===== config.mk =====
export PLATFORM = sky130hd
export DESIGN_NAME = tcc_top
export DESIGN_NICKNAME = d
export VERILOG_FILES = /design/src/hdl/tcc_pkg.sv /design/src/hdl/tcc_presc_if.sv /design/src/hdl/tcc_top.sv /design/src/hdl/tcc_prescaler.sv
export SDC_FILE = /design/constraint.sdc
export NUM_CORES = 1
export LEC_CHECK = 0
export BUFFER_PORTS_ARGS = -buffer_cell sky130_fd_sc_hd__buf_2
export CORE_ASPECT_RATIO = 0.6
export CORE_MARGIN = 2
export CORE_UTILIZATION = 50
export CTS_BUF_LIST = sky130_fd_sc_hd__clkbuf_8
export DETAILED_ROUTE_END_ITERATION = 10
export PLACE_DENSITY = 0.69
export SLEW_MARGIN = 10
export SYNTH_ARGS = -nofsm -noshare
export SYNTH_HDL_FRONTEND = slang
export SYNTH_HIERARCHICAL = 1
export SYNTH_SLANG_ARGS = --single-unit

===== constraint.sdc =====
create_clock -name pclk -period 7.1 [get_ports pclk]
set_input_delay 1.42 -clock pclk [delete_from_list [all_inputs] [get_ports pclk]]
set_output_delay 1.42 -clock pclk [all_outputs]
set_load 0.005 [all_outputs]

===== src/hdl/tcc_pkg.sv =====
package tcc_pkg;
   // register byte offsets
   localparam logic [7:0] OFS_CTRL1  = 8'h00;
   localparam logic [7:0] OFS_CTRL2  = 8'h04;
   localparam logic [7:0] OFS_DIR    = 8'h08;
   localparam logic [7:0] OFS_FORCE  = 8'h0C;
   localparam logic [7:0] OFS_MASK7  = 8'h10;
   localparam logic [7:0] OFS_DATA7  = 8'h14;
   localparam logic [7:0] OFS_COUNT  = 8'h18;
   localparam logic [7:0] OFS_ACTION = 8'h1C;
   localparam logic [7:0] OFS_IEN    = 8'h20;
   localparam logic [7:0] OFS_FLAGS  = 8'h24;
   localparam logic [7:0] OFS_TOGGLE = 8'h28;
   localparam logic [7:0] OFS_DISC   = 8'h2C;
   localparam logic [7:0] OFS_PPS    = 8'h30;
   localparam logic [7:0] OFS_PORT   = 8'h34;
   localparam logic [7:0] OFS_EDGE   = 8'h38;
   localparam logic [7:0] OFS_CHAN   = 8'h40;
   localparam logic [1:0] CHAN_PAGE  = 2'h1;
   // field positions
   localparam int CTRL1_TEN  = 7;
   localparam int CTRL1_PRECISION_PRESCALER_MODE = 3;
   localparam int CTRL1_PULSE_ACCUM_ENABLE = 0;
   localparam int CTRL2_COUNTER_RESET_ENABLE = 3;
   // reset values and other constants
   localparam logic [7:0]  RST_BYTE  = 8'h00;
   localparam logic [15:0] RST_WORD  = 16'h0000;
   localparam logic [15:0] CNT_MAX   = 16'hFFFF;
   localparam logic [15:0] CNT_STEP  = 16'h0001;
   localparam logic [7:0]  DIV_STEP  = 8'h01;
   localparam int          NCH       = 8;
   localparam int          CH7       = 7;

   typedef enum logic [1:0] {
      ACT_NONE   = 2'b00,
      ACT_TOGGLE = 2'b01,
      ACT_CLEAR  = 2'b10,
      ACT_SET    = 2'b11
   } tcc_act_t;

   typedef enum logic [1:0] {
      EDGE_OFF  = 2'b00,
      EDGE_RISE = 2'b01,
      EDGE_FALL = 2'b10,
      EDGE_ANY  = 2'b11
   } tcc_edge_t;
endpackage : tcc_pkg


===== src/hdl/tcc_presc_if.sv =====
`timescale 1ns/1ps
interface tcc_presc_if;
   logic       enable;
   logic       precise;
   logic [2:0] sel;
   logic [7:0] ratio;
   logic       tick;
   modport cfg  (output enable, precise, sel, ratio, input tick);
   modport core (input enable, precise, sel, ratio, output tick);
endinterface : tcc_presc_if


===== src/hdl/tcc_top.sv =====
// Local design decisions: the placing of the registers and the APB register port.
`timescale 1ns/1ps
// Behaviour
// - action field: 00 none, 01 toggle, 10 clear, 11 set the pin
// - a nonzero action field makes the pin an output of the channel
// - action field acts on the port only while its ch7 mask bit is zero
// - output disconnect bit set keeps the pin undriven
// - without precision mode the counter tick is bus clock over 1..128
// - precision mode divides by the eight-bit register plus one, 1..256
// - input capture copies the counter on an active pin edge
// - capture or compare sets the flag; request only when enabled
// - flags clear by writing one while timer or accumulator enabled
// - output compare acts on the pin when counter equals channel register
// - force compare performs the action without setting the flag
// - a channel-7 event overrides compare actions of other channels
// - channel-7 event copies data bits where the mask bit is set
// - counter reset enable makes a channel-7 match clear the counter
// - bits of absent channels ignore writes and read zero
// - main counter is a 16-bit up counter on each tick
// - the masked channel-7 data goes into the port data register
module tcc_top
   import tcc_pkg::*;
#(
   parameter logic [7:0] CH_EN = 8'hFF
)(
   // apb slave
   input  wire logic        pclk,
   input  wire logic        presetn,
   input  wire logic        psel,
   input  wire logic        penable,
   input  wire logic        pwrite,
   input  wire logic [7:0]  paddr,
   input  wire logic [31:0] pwdata,
   output logic      [31:0] prdata,
   output logic             pready,
   output logic             pslverr,
   // timer pins
   input  wire logic [7:0]  tc_in,
   output logic      [7:0]  tc_out,
   output logic      [7:0]  tc_oe,
   // channel requests
   output logic      [7:0]  chan_irq
);
   // registers
   logic [7:0]  ctrl1_ff, ctrl2_ff, dir_ff, mask7_ff, data7_ff;
   logic [7:0]  ien_ff, flags_ff, overflow_toggle_bits_ff, disc_ff, pps_ff, port_ff;
   logic [15:0] action_ff, edge_ff, cnt_ff;
   logic [15:0] tc_ff [NCH];
   logic [31:0] prdata_ff;
   logic [7:0]  in_s1_ff, in_s2_ff, in_s3_ff;
   logic [7:0]  nxt_ctrl1, nxt_ctrl2, nxt_dir, nxt_mask7, nxt_data7;
   logic [7:0]  nxt_ien, nxt_flags, nxt_overflow_toggle_bits, nxt_disc, nxt_pps, nxt_port;
   logic [15:0] nxt_action, nxt_edge, nxt_cnt;
   logic [15:0] nxt_tc [NCH];
   logic [31:0] nxt_prdata;
   // working signals
   logic        wr, rd_setup, mapped, cnt_inc, ovf, ch7_evt, cnt_clr;
   logic [15:0] cnt_plus;
   logic [7:0]  match, force_wr, fire, capture, clr, act_on;
   logic [2:0]  cidx;
   logic        chan_sel;

   tcc_presc_if pif ();

   tcc_prescaler u_presc (
      .pclk    (pclk),
      .presetn (presetn),
      .pif     (pif)
   );

   assign pif.enable  = ctrl1_ff[CTRL1_TEN];
   assign pif.precise = ctrl1_ff[CTRL1_PRECISION_PRESCALER_MODE];
   assign pif.sel     = ctrl2_ff[2:0];
   assign pif.ratio   = pps_ff;

   function automatic logic wr_hit(input logic w, input logic [7:0] a,
                                   input logic [7:0] ofs);
      wr_hit = w && (a == ofs);
   endfunction : wr_hit

   // spread a channel mask over two-bit fields
   function automatic logic [15:0] pair_mask(input logic [7:0] m);
      for (int i = 0; i < NCH; i++) begin
         pair_mask[2*i +: 2] = {m[i], m[i]};
      end
   endfunction : pair_mask

   function automatic logic apply_act(input logic [1:0] act,
                                      input logic cur);
      case (act)
         ACT_TOGGLE: apply_act = ~cur;
         ACT_CLEAR:  apply_act = 1'b0;
         ACT_SET:    apply_act = 1'b1;
         default:    apply_act = cur;
      endcase
   endfunction : apply_act

   function automatic logic edge_hit(input logic [1:0] sel,
                                     input logic prev, input logic cur);
      case (sel)
         EDGE_RISE: edge_hit = !prev && cur;
         EDGE_FALL: edge_hit = prev && !cur;
         EDGE_ANY:  edge_hit = prev != cur;
         default:   edge_hit = 1'b0;
      endcase
   endfunction : edge_hit

   // timer event logic
   always_comb begin
      cnt_inc  = ctrl1_ff[CTRL1_TEN] && pif.tick;
      cnt_plus = cnt_ff + CNT_STEP;
      ovf      = cnt_inc && (cnt_ff == CNT_MAX);
      for (int i = 0; i < NCH; i++) begin
         match[i]   = CH_EN[i] && cnt_inc && dir_ff[i]
                      && (cnt_plus == tc_ff[i]);
         act_on[i]  = action_ff[2*i +: 2] != ACT_NONE;
         capture[i] = CH_EN[i] && !dir_ff[i]
                      && edge_hit(edge_ff[2*i +: 2], in_s3_ff[i],
                                  in_s2_ff[i]);
      end
      cnt_clr  = CH_EN[CH7] && ctrl2_ff[CTRL2_COUNTER_RESET_ENABLE] && cnt_inc
                 && (cnt_plus == tc_ff[CH7]);
      ch7_evt  = CH_EN[CH7] && (match[CH7]
                 || (ovf && overflow_toggle_bits_ff[CH7]));
      wr       = psel && penable && pwrite;
      force_wr = wr_hit(wr, paddr, OFS_FORCE) ?
                 (pwdata[7:0] & CH_EN & dir_ff) : RST_BYTE;
      for (int i = 0; i < NCH; i++) begin
         fire[i] = (match[i] || force_wr[i]) && !mask7_ff[i]
                   && (!ch7_evt || i == CH7);
      end
   end

   // apb decode and register next values
   always_comb begin
      rd_setup   = psel && !penable && !pwrite;
      chan_sel   = (paddr[7:6] == CHAN_PAGE) && !paddr[5];
      cidx       = paddr[4:2];
      mapped     = chan_sel || (paddr <= OFS_EDGE && paddr[1:0] == 2'b00);
      nxt_ctrl1  = ctrl1_ff;
      nxt_ctrl2  = ctrl2_ff;
      nxt_dir    = dir_ff;
      nxt_mask7  = mask7_ff;
      nxt_data7  = data7_ff;
      nxt_ien    = ien_ff;
      nxt_overflow_toggle_bits   = overflow_toggle_bits_ff;
      nxt_disc   = disc_ff;
      nxt_pps    = pps_ff;
      nxt_action = action_ff;
      nxt_edge   = edge_ff;
      nxt_tc     = tc_ff;
      nxt_prdata = prdata_ff;
      if (wr_hit(wr, paddr, OFS_CTRL1)) nxt_ctrl1 = pwdata[7:0] & 8'h89;
      if (wr_hit(wr, paddr, OFS_CTRL2)) nxt_ctrl2 = pwdata[7:0] & 8'h0F;
      if (wr_hit(wr, paddr, OFS_DIR))   nxt_dir   = pwdata[7:0] & CH_EN;
      if (wr_hit(wr, paddr, OFS_MASK7)) nxt_mask7 = pwdata[7:0] & CH_EN;
      if (wr_hit(wr, paddr, OFS_DATA7)) nxt_data7 = pwdata[7:0] & CH_EN;
      if (wr_hit(wr, paddr, OFS_IEN))   nxt_ien   = pwdata[7:0] & CH_EN;
      if (wr_hit(wr, paddr, OFS_TOGGLE)) nxt_overflow_toggle_bits = pwdata[7:0] & CH_EN;
      if (wr_hit(wr, paddr, OFS_DISC))  nxt_disc  = pwdata[7:0] & CH_EN;
      if (wr_hit(wr, paddr, OFS_PPS))   nxt_pps   = pwdata[7:0];
      if (wr_hit(wr, paddr, OFS_ACTION)) begin
         nxt_action = pwdata[15:0] & pair_mask(CH_EN);
      end
      if (wr_hit(wr, paddr, OFS_EDGE)) begin
         nxt_edge = pwdata[15:0] & pair_mask(CH_EN);
      end
      for (int i = 0; i < NCH; i++) begin
         if (wr && chan_sel && cidx == 3'(i) && CH_EN[i]) begin
            nxt_tc[i] = pwdata[15:0];
         end
         if (capture[i]) begin
            nxt_tc[i] = cnt_ff;
         end
      end
      // flags: set wins over a write-one clear
      clr = (wr_hit(wr, paddr, OFS_FLAGS)
             && (ctrl1_ff[CTRL1_TEN] || ctrl1_ff[CTRL1_PULSE_ACCUM_ENABLE])) ?
            pwdata[7:0] : RST_BYTE;
      nxt_flags = ((flags_ff & ~clr) | capture | match) & CH_EN;
      // counter
      nxt_cnt = cnt_ff;
      if (cnt_inc) begin
         nxt_cnt = cnt_clr ? RST_WORD : cnt_plus;
      end
      // port data register
      nxt_port = port_ff;
      for (int i = 0; i < NCH; i++) begin
         if (fire[i]) begin
            nxt_port[i] = apply_act(action_ff[2*i +: 2], port_ff[i]);
         end
      end
      if (ch7_evt) begin
         nxt_port = (nxt_port & ~mask7_ff)
                    | (data7_ff & mask7_ff);
      end
      // read data captured in the setup cycle
      if (rd_setup) begin
         nxt_prdata = 32'h0000_0000;
         if (chan_sel) begin
            nxt_prdata[15:0] = CH_EN[cidx] ? tc_ff[cidx] : RST_WORD;
         end else begin
            case (paddr)
               OFS_CTRL1:  nxt_prdata[7:0]  = ctrl1_ff;
               OFS_CTRL2:  nxt_prdata[7:0]  = ctrl2_ff;
               OFS_DIR:    nxt_prdata[7:0]  = dir_ff;
               OFS_MASK7:  nxt_prdata[7:0]  = mask7_ff;
               OFS_DATA7:  nxt_prdata[7:0]  = data7_ff;
               OFS_COUNT:  nxt_prdata[15:0] = cnt_ff;
               OFS_ACTION: nxt_prdata[15:0] = action_ff;
               OFS_IEN:    nxt_prdata[7:0]  = ien_ff;
               OFS_FLAGS:  nxt_prdata[7:0]  = flags_ff;
               OFS_TOGGLE: nxt_prdata[7:0]  = overflow_toggle_bits_ff;
               OFS_DISC:   nxt_prdata[7:0]  = disc_ff;
               OFS_PPS:    nxt_prdata[7:0]  = pps_ff;
               OFS_PORT:   nxt_prdata[7:0]  = port_ff;
               OFS_EDGE:   nxt_prdata[15:0] = edge_ff;
               default:    nxt_prdata       = 32'h0000_0000;
            endcase
         end
      end
   end

   always_ff @(posedge pclk or negedge presetn) begin
      if (!presetn) begin
         ctrl1_ff  <= RST_BYTE;
         ctrl2_ff  <= RST_BYTE;
         dir_ff    <= RST_BYTE;
         mask7_ff  <= RST_BYTE;
         data7_ff  <= RST_BYTE;
         ien_ff    <= RST_BYTE;
         flags_ff  <= RST_BYTE;
         overflow_toggle_bits_ff   <= RST_BYTE;
         disc_ff   <= RST_BYTE;
         pps_ff    <= RST_BYTE;
         port_ff   <= RST_BYTE;
         action_ff <= RST_WORD;
         edge_ff   <= RST_WORD;
         cnt_ff    <= RST_WORD;
         prdata_ff <= 32'h0000_0000;
         in_s1_ff  <= RST_BYTE;
         in_s2_ff  <= RST_BYTE;
         in_s3_ff  <= RST_BYTE;
         for (int i = 0; i < NCH; i++) begin
            tc_ff[i] <= RST_WORD;
         end
      end else begin
         ctrl1_ff  <= nxt_ctrl1;
         ctrl2_ff  <= nxt_ctrl2;
         dir_ff    <= nxt_dir;
         mask7_ff  <= nxt_mask7;
         data7_ff  <= nxt_data7;
         ien_ff    <= nxt_ien;
         flags_ff  <= nxt_flags;
         overflow_toggle_bits_ff   <= nxt_overflow_toggle_bits;
         disc_ff   <= nxt_disc;
         pps_ff    <= nxt_pps;
         port_ff   <= nxt_port;
         action_ff <= nxt_action;
         edge_ff   <= nxt_edge;
         cnt_ff    <= nxt_cnt;
         prdata_ff <= nxt_prdata;
         in_s1_ff  <= tc_in;
         in_s2_ff  <= in_s1_ff;
         in_s3_ff  <= in_s2_ff;
         tc_ff     <= nxt_tc;
      end
   end

   // outputs
   always_comb begin
      prdata   = prdata_ff;
      pready   = psel && penable;
      pslverr  = psel && penable && !mapped;
      tc_out   = port_ff;
      tc_oe    = (act_on | (dir_ff & mask7_ff)) & ~disc_ff & CH_EN;
      chan_irq = flags_ff & ien_ff;
   end
endmodule : tcc_top


===== src/hdl/tcc_prescaler.sv =====
`timescale 1ns/1ps
module tcc_prescaler
   import tcc_pkg::*;
(
   // clock and reset
   input wire logic   pclk,
   input wire logic   presetn,
   // configuration and tick
   tcc_presc_if.core  pif
);
   logic [7:0] div_ff;
   logic [7:0] nxt_div;
   logic [7:0] limit;

   // terminal count for the selected ratio
   function automatic logic [7:0] div_limit(input logic       precise,
                                            input logic [2:0] sel,
                                            input logic [7:0] ratio);
      if (precise) begin
         div_limit = ratio;
      end else begin
         div_limit = (DIV_STEP << sel) - DIV_STEP;
      end
   endfunction : div_limit

   always_comb begin
      limit    = div_limit(pif.precise, pif.sel, pif.ratio);
      pif.tick = pif.enable && (div_ff >= limit);
      if (!pif.enable || div_ff >= limit) begin
         nxt_div = RST_BYTE;
      end else begin
         nxt_div = div_ff + DIV_STEP;
      end
   end

   always_ff @(posedge pclk or negedge presetn) begin
      if (!presetn) begin
         div_ff <= RST_BYTE;
      end else begin
         div_ff <= nxt_div;
      end
   end
endmodule : tcc_prescaler


# After elaboration in Yosys (flattened, before gate mapping)
# Memories as Yosys holds them, arrays and structs flattened.
# Index checks and enable logic that the tools add are counted.
# totals
out_inout_bits	58
ff_bits	303
input_bits	53
mem_count	1
mem_bits_rw	0
latchBits	0
mem_bits_ro	8
# memory_table
name	words	width	read_ports	rd_clocked_by_memory_dff	write_ports	line	rtl
(name not given)	8	1	1	0	0	tcc_top.sv:201	nxt_prdata[15:0] = CH_EN[cidx] ? tc_ff[cidx] : RST_WORD;
# classes
div	0
n_addsub	3
n_bitwise	23
muxes	54
n_lt_le_gt_ge	4
multipliers	0
eq_ne	87
reduce_logical	160
shift	1
# ops
operator	n
$mux W16	21
$eq A16 B16 Y1	8
$pmux W8 S14	1
$logic_and A1 B1 Y1	91
$eq A2 B2 Y1 const B	32
$and A8 B8 Y8	7
$eq A8 B6 Y1 const B	7
$bmux W16 S3	1
$pmux W1 S3	16
$mux W8	5
$logic_not A1 Y1	38
$eq A2 B1 Y1 const B	17
$eq A8 B5 Y1 const B	4
$or A8 B8 Y8	4
$reduce_bool A2 Y1	16
$not A8 Y8	3
$pmux W8 S3	1
$add A16 B1 Y16 const B	1
$eq A16 B16 Y1 const B	1
$eq A8 B4 Y1 const B	2
$eq A3 B3 Y1 const B	4
$logic_or A1 B1 Y1	12
$mux W1	9
$add A8 B1 Y8 const B	1
15 further kinds	30

# Logic depth before layout (Yosys ltp)
# logic_depth
word_depth	15
mapped_depth	18

# Hierarchy
# The synthesis kept the hierarchy.
# by_module_without_submodules
mod	cells_each	area_per_inst_um2	instances
tcc_top	1835	18422.7	1
tcc_prescaler	73	643.1	1

# Least setup slack after synthesis
# OpenSTA, ideal clock, no wires.
# synth_path
kind	register -> register
start	register ctrl1_ff[3]
end	register port_ff[6], in the netlist tc_out[6]
stages_incl_launch_ff	18
path_buffers	2
path_slack_ns	3.076
setup_time_ns	0.125
t_required_ns	6.975
arrival_time_ns	3.899
cell_sequence	dfrtp_1 clkbuf_1 a21oi_1 ha_1 and3_1 o21ai_2 a311oi_4 o21a_1 and2_1 clkbuf_1 nand4_1 o21bai_1 or4_1 nor4_1 a41o_1 nor2b_1 mux2i_1 o31ai_1
# synth_between
elab_chain_cells	13
# synth_lines
item	line	rtl
start, declared	tcc_top.sv:45	logic [7:0] ctrl1_ff, ctrl2_ff, dir_ff, mask7_ff, data7_ff;
start signal, assigned	tcc_top.sv:248	ctrl1_ff <= nxt_ctrl1;
$mux W8 (*)	tcc_prescaler.sv:19	if (precise) begin
$ge A8 B8 Y1 (*)	tcc_prescaler.sv:28	pif.tick = pif.enable && (div_ff >= limit);
$logic_and A1 B1 Y1 (*)	tcc_prescaler.sv:28	
via pif.tick	tcc_presc_if.sv:7	logic tick;
$logic_and A1 B1 Y1 (*)	tcc_top.sv:110	cnt_inc = ctrl1_ff[CTRL1_TEN] && pif.tick;
$logic_and A1 B1 Y1, on equally long branches	tcc_top.sv:114, tcc_top.sv:112	
$logic_and A1 B1 Y1, on equally long branches	tcc_top.sv:115, tcc_top.sv:124	
$logic_or A1 B1 Y1, on equally long branches	tcc_top.sv:129, tcc_top.sv:124	
$logic_and A1 B1 Y1 or $logic_not A1 Y1 (tied branches)	-	
$logic_and A1 B1 Y1	tcc_top.sv:130	&& (!ch7_evt || i == CH7);
$mux W1	tcc_top.sv:189	if (fire[i]) begin
$and A8 B8 Y8	tcc_top.sv:194	nxt_port = (nxt_port & ~mask7_ff)
$or A8 B8 Y8	tcc_top.sv:195	| (data7_ff & mask7_ff);
$mux W8 (*)	tcc_top.sv:193	if (ch7_evt) begin
via nxt_port[6]	tcc_top.sv:52	logic [7:0] nxt_ien, nxt_flags, nxt_overflow_toggle_bits, nxt_disc, nxt_pps, nxt_port;
end signal, assigned	tcc_top.sv:258	port_ff <= nxt_port;
end, declared	tcc_top.sv:46	logic [7:0] ien_ff, flags_ff, overflow_toggle_bits_ff, disc_ff, pps_ff, port_ff;
# Mark *: on every way through the listed nets, which the timed path passes. The rest lies on a longest branch.
# A chain may end at the register's enable or synchronous reset.

# Worst setup path after layout
# Same ends and word-level chain as after synthesis.

==> results.md <==
* Result of the run: completed
* Worst hold slack after final layout at 0.3523 ns
* Worst Max-Slew Pin Slew at 1.147 ns
* Count of hold-fix buffers inserted at cts at 0
* Number of CTS-inserted buffers at 48
* End-of-flow core utilization at 0.5550
* Met2 wire length at 27770 microns
* Final Routed Wirelength at 71940 microns
* Design Area, Final at 0.02089 sq mm
* IR drop worst, VDD at between 0.15 and 0.2 mV
* Prevailing post-synth register cell: sky130_fd_sc_hd__dfrtp_1
* Power after layout at 0.004672 W
* Longest individual stage delay on the worst path at approximately 0.97 ns
* Type of the setup path with the least slack: flip-flop to flip-flop
* Placed Instance Area at 0.01983 sq mm
* Filler cell count at approximately 3300
* Initial antenna violation count at 1
* Setup clock skew after layout at 0.04947 ns
* Last weighted congestion value of the routability-driven placer at 1.016
* Number of buffers inserted by port buffering at 78
* Layout Nets at 2013
* Sort of element at the start of the critical path: flip-flop
* Worst-case register-to-register setup slack at 1.30 ns
* Register bit count reported by yosys at 303
* Top achievable clock speed at 0.1724 GHz
* Worst EP required at about 7.6 ns
* Library cells used by synthesis at slightly below 90
* Fraction of final layout cells sized beyond drive strength 1 at 0.1876
* Largest net degree at the start of global routing at 152
* Crit-path most repeated cell: sky130_fd_sc_hd__nor4_1
* Count of flip-flops with a built-in enable after synthesis at 0
* Warnings, synthesis at 6
* Leakage at 8.747 nW
* Count of buffers added by post-CTS timing repair for setup at 0
* Area enclosed by the die boundary at about 0.04 sq mm
* Tightest slew margin relative to the limit at 0.2282
* TNS Setup at 0 ns
* Number of cells produced by synthesis at 1908
* Final Setup Violations at 0
* Hold/Removal Path Class: flip-flop to flip-flop
* Total via count in the routed design at around 17000
* Cell chosen for the clock root: sky130_fd_sc_hd__clkbuf_8
* Final antenna-violating net count at 0
* Number of clock sinks at 303
* Routed length per placed instance at 28.94 microns
* Number of max-capacitance violations reported at 0
* M1 WL at 31690 microns
* Die width at roughly 260 microns
* Commonest cells after routing, fill and taps aside: sky130_fd_sc_hd__dfrtp_1, sky130_fd_sc_hd__nand2_1, sky130_fd_sc_hd__o21ai_0
* Post-DR vias/cell at ~6.6
* Pwr per Cell Area at 223.6 mW/mm^2
* Starting DRT DRC Count at between 2000 and 3000
* Largest buffer count on any clock path at 3
* Slowest stage cell on the critical path: sky130_fd_sc_hd__nor4_1
* Post-synthesis instance area at 0.01907 sq mm
* Area of the multi-input gates at around 0.011 sq mm
* Final Hold Fails at 0
* Post-CTS Resized at 0
* Clock latency reported for the late side of the worst-skew pair at approximately 0.65 ns
* GR Overflow Total at 0
* # H-tree levels at 2
* Critical path peak fanout at 16
* Wire length on met3 at approximately 11000 microns
* Highest metal layer used by the detailed router: met4
* List of cells traversed by the critical path: nor4_1, a21oi_1, ha_1, and3_1, o21ai_2, a311oi_4, o21a_1, and2_1, buf_4, nand4_1, o21bai_1, or4_1, nor4_1, a41o_1, nor2b_1, mux2i_1, o31ai_1
* Final period demand of the worst path at a little under 6 ns
* Final max-slew violation count at 0
* Sort of element at the end of the critical path: flip-flop
* CTS clock-pin slew for the worst setup and hold paths at 0.06 ns
* Effective utilization at floorplan at 0.5065
* Setup repair after global routing missed its margin: false
* Boundary pin count at 111
* Async S/R FF share, synth at 1.000
* Floorplan Core Area at 0.03764 sq mm
* Total routing resource utilization after global routing at 0.3612
* First-pass GRT wire length at ~110000 microns
* Vertical die dimension at 155.3 microns
* Std cell rows at 55
* Crit share post-route at 0.8169
* Area overhead of the layout relative to synthesis at 9.581%
* Total DRC errors in the routed layout at 0
* HPWL after detailed placement at 50410 microns
* CTS tree: done
* Data arrival time at the worst-slack endpoint at 6.31 ns
* Via count of the first global-routing pass at 15480
* Synth Area per Inst at roughly 10 sq um
* Router iterations before antenna repair at 6
* Total area of sequential cells at 0.007582 sq mm
* Part of the Yosys area used for sequential elements at 0.3977
* Most common cell after layout, fill and taps aside: sky130_fd_sc_hd__dfrtp_1
==> cell type report <==
type | count | share of cell area
Multi-Input combinational cell | 1414 | 0.5129
Sequential cell | 303 | 0.3629
Clock buffer | 63 | 0.04150
Timing Repair Buffer | 119 | 0.03438
Tap cell | 513 | 0.03072
Clock inverter | 25 | 0.008863
Inverter | 48 | 0.008624
Antenna cell | 1 | 0.0001198
==> metrics by stage <==
stage          setup slack [ns]  instances
2_1_floorplan             3.076       1923
3_3_place_gp              1.650       2396
3_5_place_dp              1.619       2396
4_1_cts                   1.599       2484
5_1_grt                   1.327       2485
6_report                  1.300       2486
==> critical path, delay by kind of cell, from the launching register on <==
kind | cells | cell delay, ns
flops | 1 | 0.59
fa+ha+maj | 1 | 0.30
compound gates | 7 | 1.85
simple gates | 7 | 2.51
mux | 1 | 0.20
buf+inv | 1 | 0.24
==> cells by family (layout without fill, tap and decap cells) <==
kind of cell | count (synthesis) | after routing | synth area share
fa+ha+maj | 27 | 27 | 0.01759
buf+inv | 206 | 255 | 0.04679
simple gates | 509 | 509 | 0.1331
compound gates | 419 | 419 | 0.1424
mux | 293 | 293 | 0.1813
flops | 303 | 303 | 0.3977
other cells | 1 | 17 | 0.0001967
xor+xnor | 150 | 150 | 0.08098
==> layer usage <==
layer | GRT usage | vias up
met4 | 0.08438 | 0
met5 | 0 | -
met2 | 0.4728 | 1154
met1 | 0.5581 | 8255
li1 | - | 6969
met3 | 0.1282 | 124
==> power breakdown <==
| part | leakage [nW] | switching (W) | total (W) | internal, W |
|---|---|---|---|---|
| clock network | 0.588 | 0.000789 | 0.00167 | 0.000877 |
| registers | 3.54 | 0.000308 | 0.00223 | 0.00192 |
| logic | 4.62 | 0.000402 | 0.000776 | 0.000374 |
==> worst paths after layout <==
| kind | depth (start not counted) | to | from |
|---|---|---|---|
| setup / recovery | 17 | tc_out[6] | ctrl1_ff[3] |
| max in group asynchronous | 2 | tc_ff[75] | presetn |
| hold reg to reg | 0 | in_s2_ff[4] | in_s1_ff[4] |
| hold / removal | 0 | in_s2_ff[4] | in_s1_ff[4] |
| setup reg to reg | 17 | tc_out[6] | ctrl1_ff[3] |
| min in group asynchronous | 1 | tc_ff[35] | presetn |
==> Yosys cell counts (6+ instances only) <==
cell type                   instances  area share
sky130_fd_sc_hd__or3_1              8      0.0026
sky130_fd_sc_hd__xor2_1            42       0.019
sky130_fd_sc_hd__a2111oi_0          6      0.0028
sky130_fd_sc_hd__dfrtp_1          303        0.40
sky130_fd_sc_hd__a211oi_1          15      0.0059
sky130_fd_sc_hd__mux2_2            98       0.058
sky130_fd_sc_hd__nor2_1            83       0.016
sky130_fd_sc_hd__or4_1             10      0.0039
sky130_fd_sc_hd__and3_1            16      0.0053
sky130_fd_sc_hd__inv_1             46      0.0091
sky130_fd_sc_hd__o31ai_1            6      0.0024
sky130_fd_sc_hd__nand3b_1           7      0.0028
sky130_fd_sc_hd__nor2b_1           13      0.0043
sky130_fd_sc_hd__a221oi_1           9      0.0041
sky130_fd_sc_hd__mux4_2            32       0.038
sky130_fd_sc_hd__clkbuf_1         104       0.020
sky130_fd_sc_hd__o22ai_1            7      0.0023
sky130_fd_sc_hd__xnor3_1           14       0.017
sky130_fd_sc_hd__o2111ai_1         16      0.0073
sky130_fd_sc_hd__a31oi_1           12      0.0039
sky130_fd_sc_hd__mux2i_1          163       0.086
sky130_fd_sc_hd__o21ai_0          167       0.044
sky130_fd_sc_hd__nand2_1          213       0.042
sky130_fd_sc_hd__buf_4             20      0.0079
sky130_fd_sc_hd__and2_1            10      0.0033
sky130_fd_sc_hd__nor4_1            11      0.0036
sky130_fd_sc_hd__buf_2             17      0.0045
sky130_fd_sc_hd__nand2b_1          11      0.0036
sky130_fd_sc_hd__a222oi_1          13      0.0068
sky130_fd_sc_hd__xnor2_1           90       0.041
sky130_fd_sc_hd__ha_1              26       0.017
sky130_fd_sc_hd__buf_1             14      0.0028
sky130_fd_sc_hd__nand3_1           45       0.012
sky130_fd_sc_hd__a22oi_1           29       0.011
sky130_fd_sc_hd__nand4_1           23      0.0075
sky130_fd_sc_hd__o21a_1            11      0.0043
sky130_fd_sc_hd__nor3b_1            9      0.0035
sky130_fd_sc_hd__a22o_1             9      0.0041
sky130_fd_sc_hd__a21oi_1           61       0.016
sky130_fd_sc_hd__nor3_1            22      0.0058
sky130_fd_sc_hd__o211ai_1          13      0.0051
==> state kept, by name, indices dropped and copies added, names as in the netlist, 16 cells and up <==
register	flops
edge_ff	16
prdata	16
cnt_ff	16
action_ff	16
tc_ff	128
No activity file was read; power rests on OpenSTA's default activity.
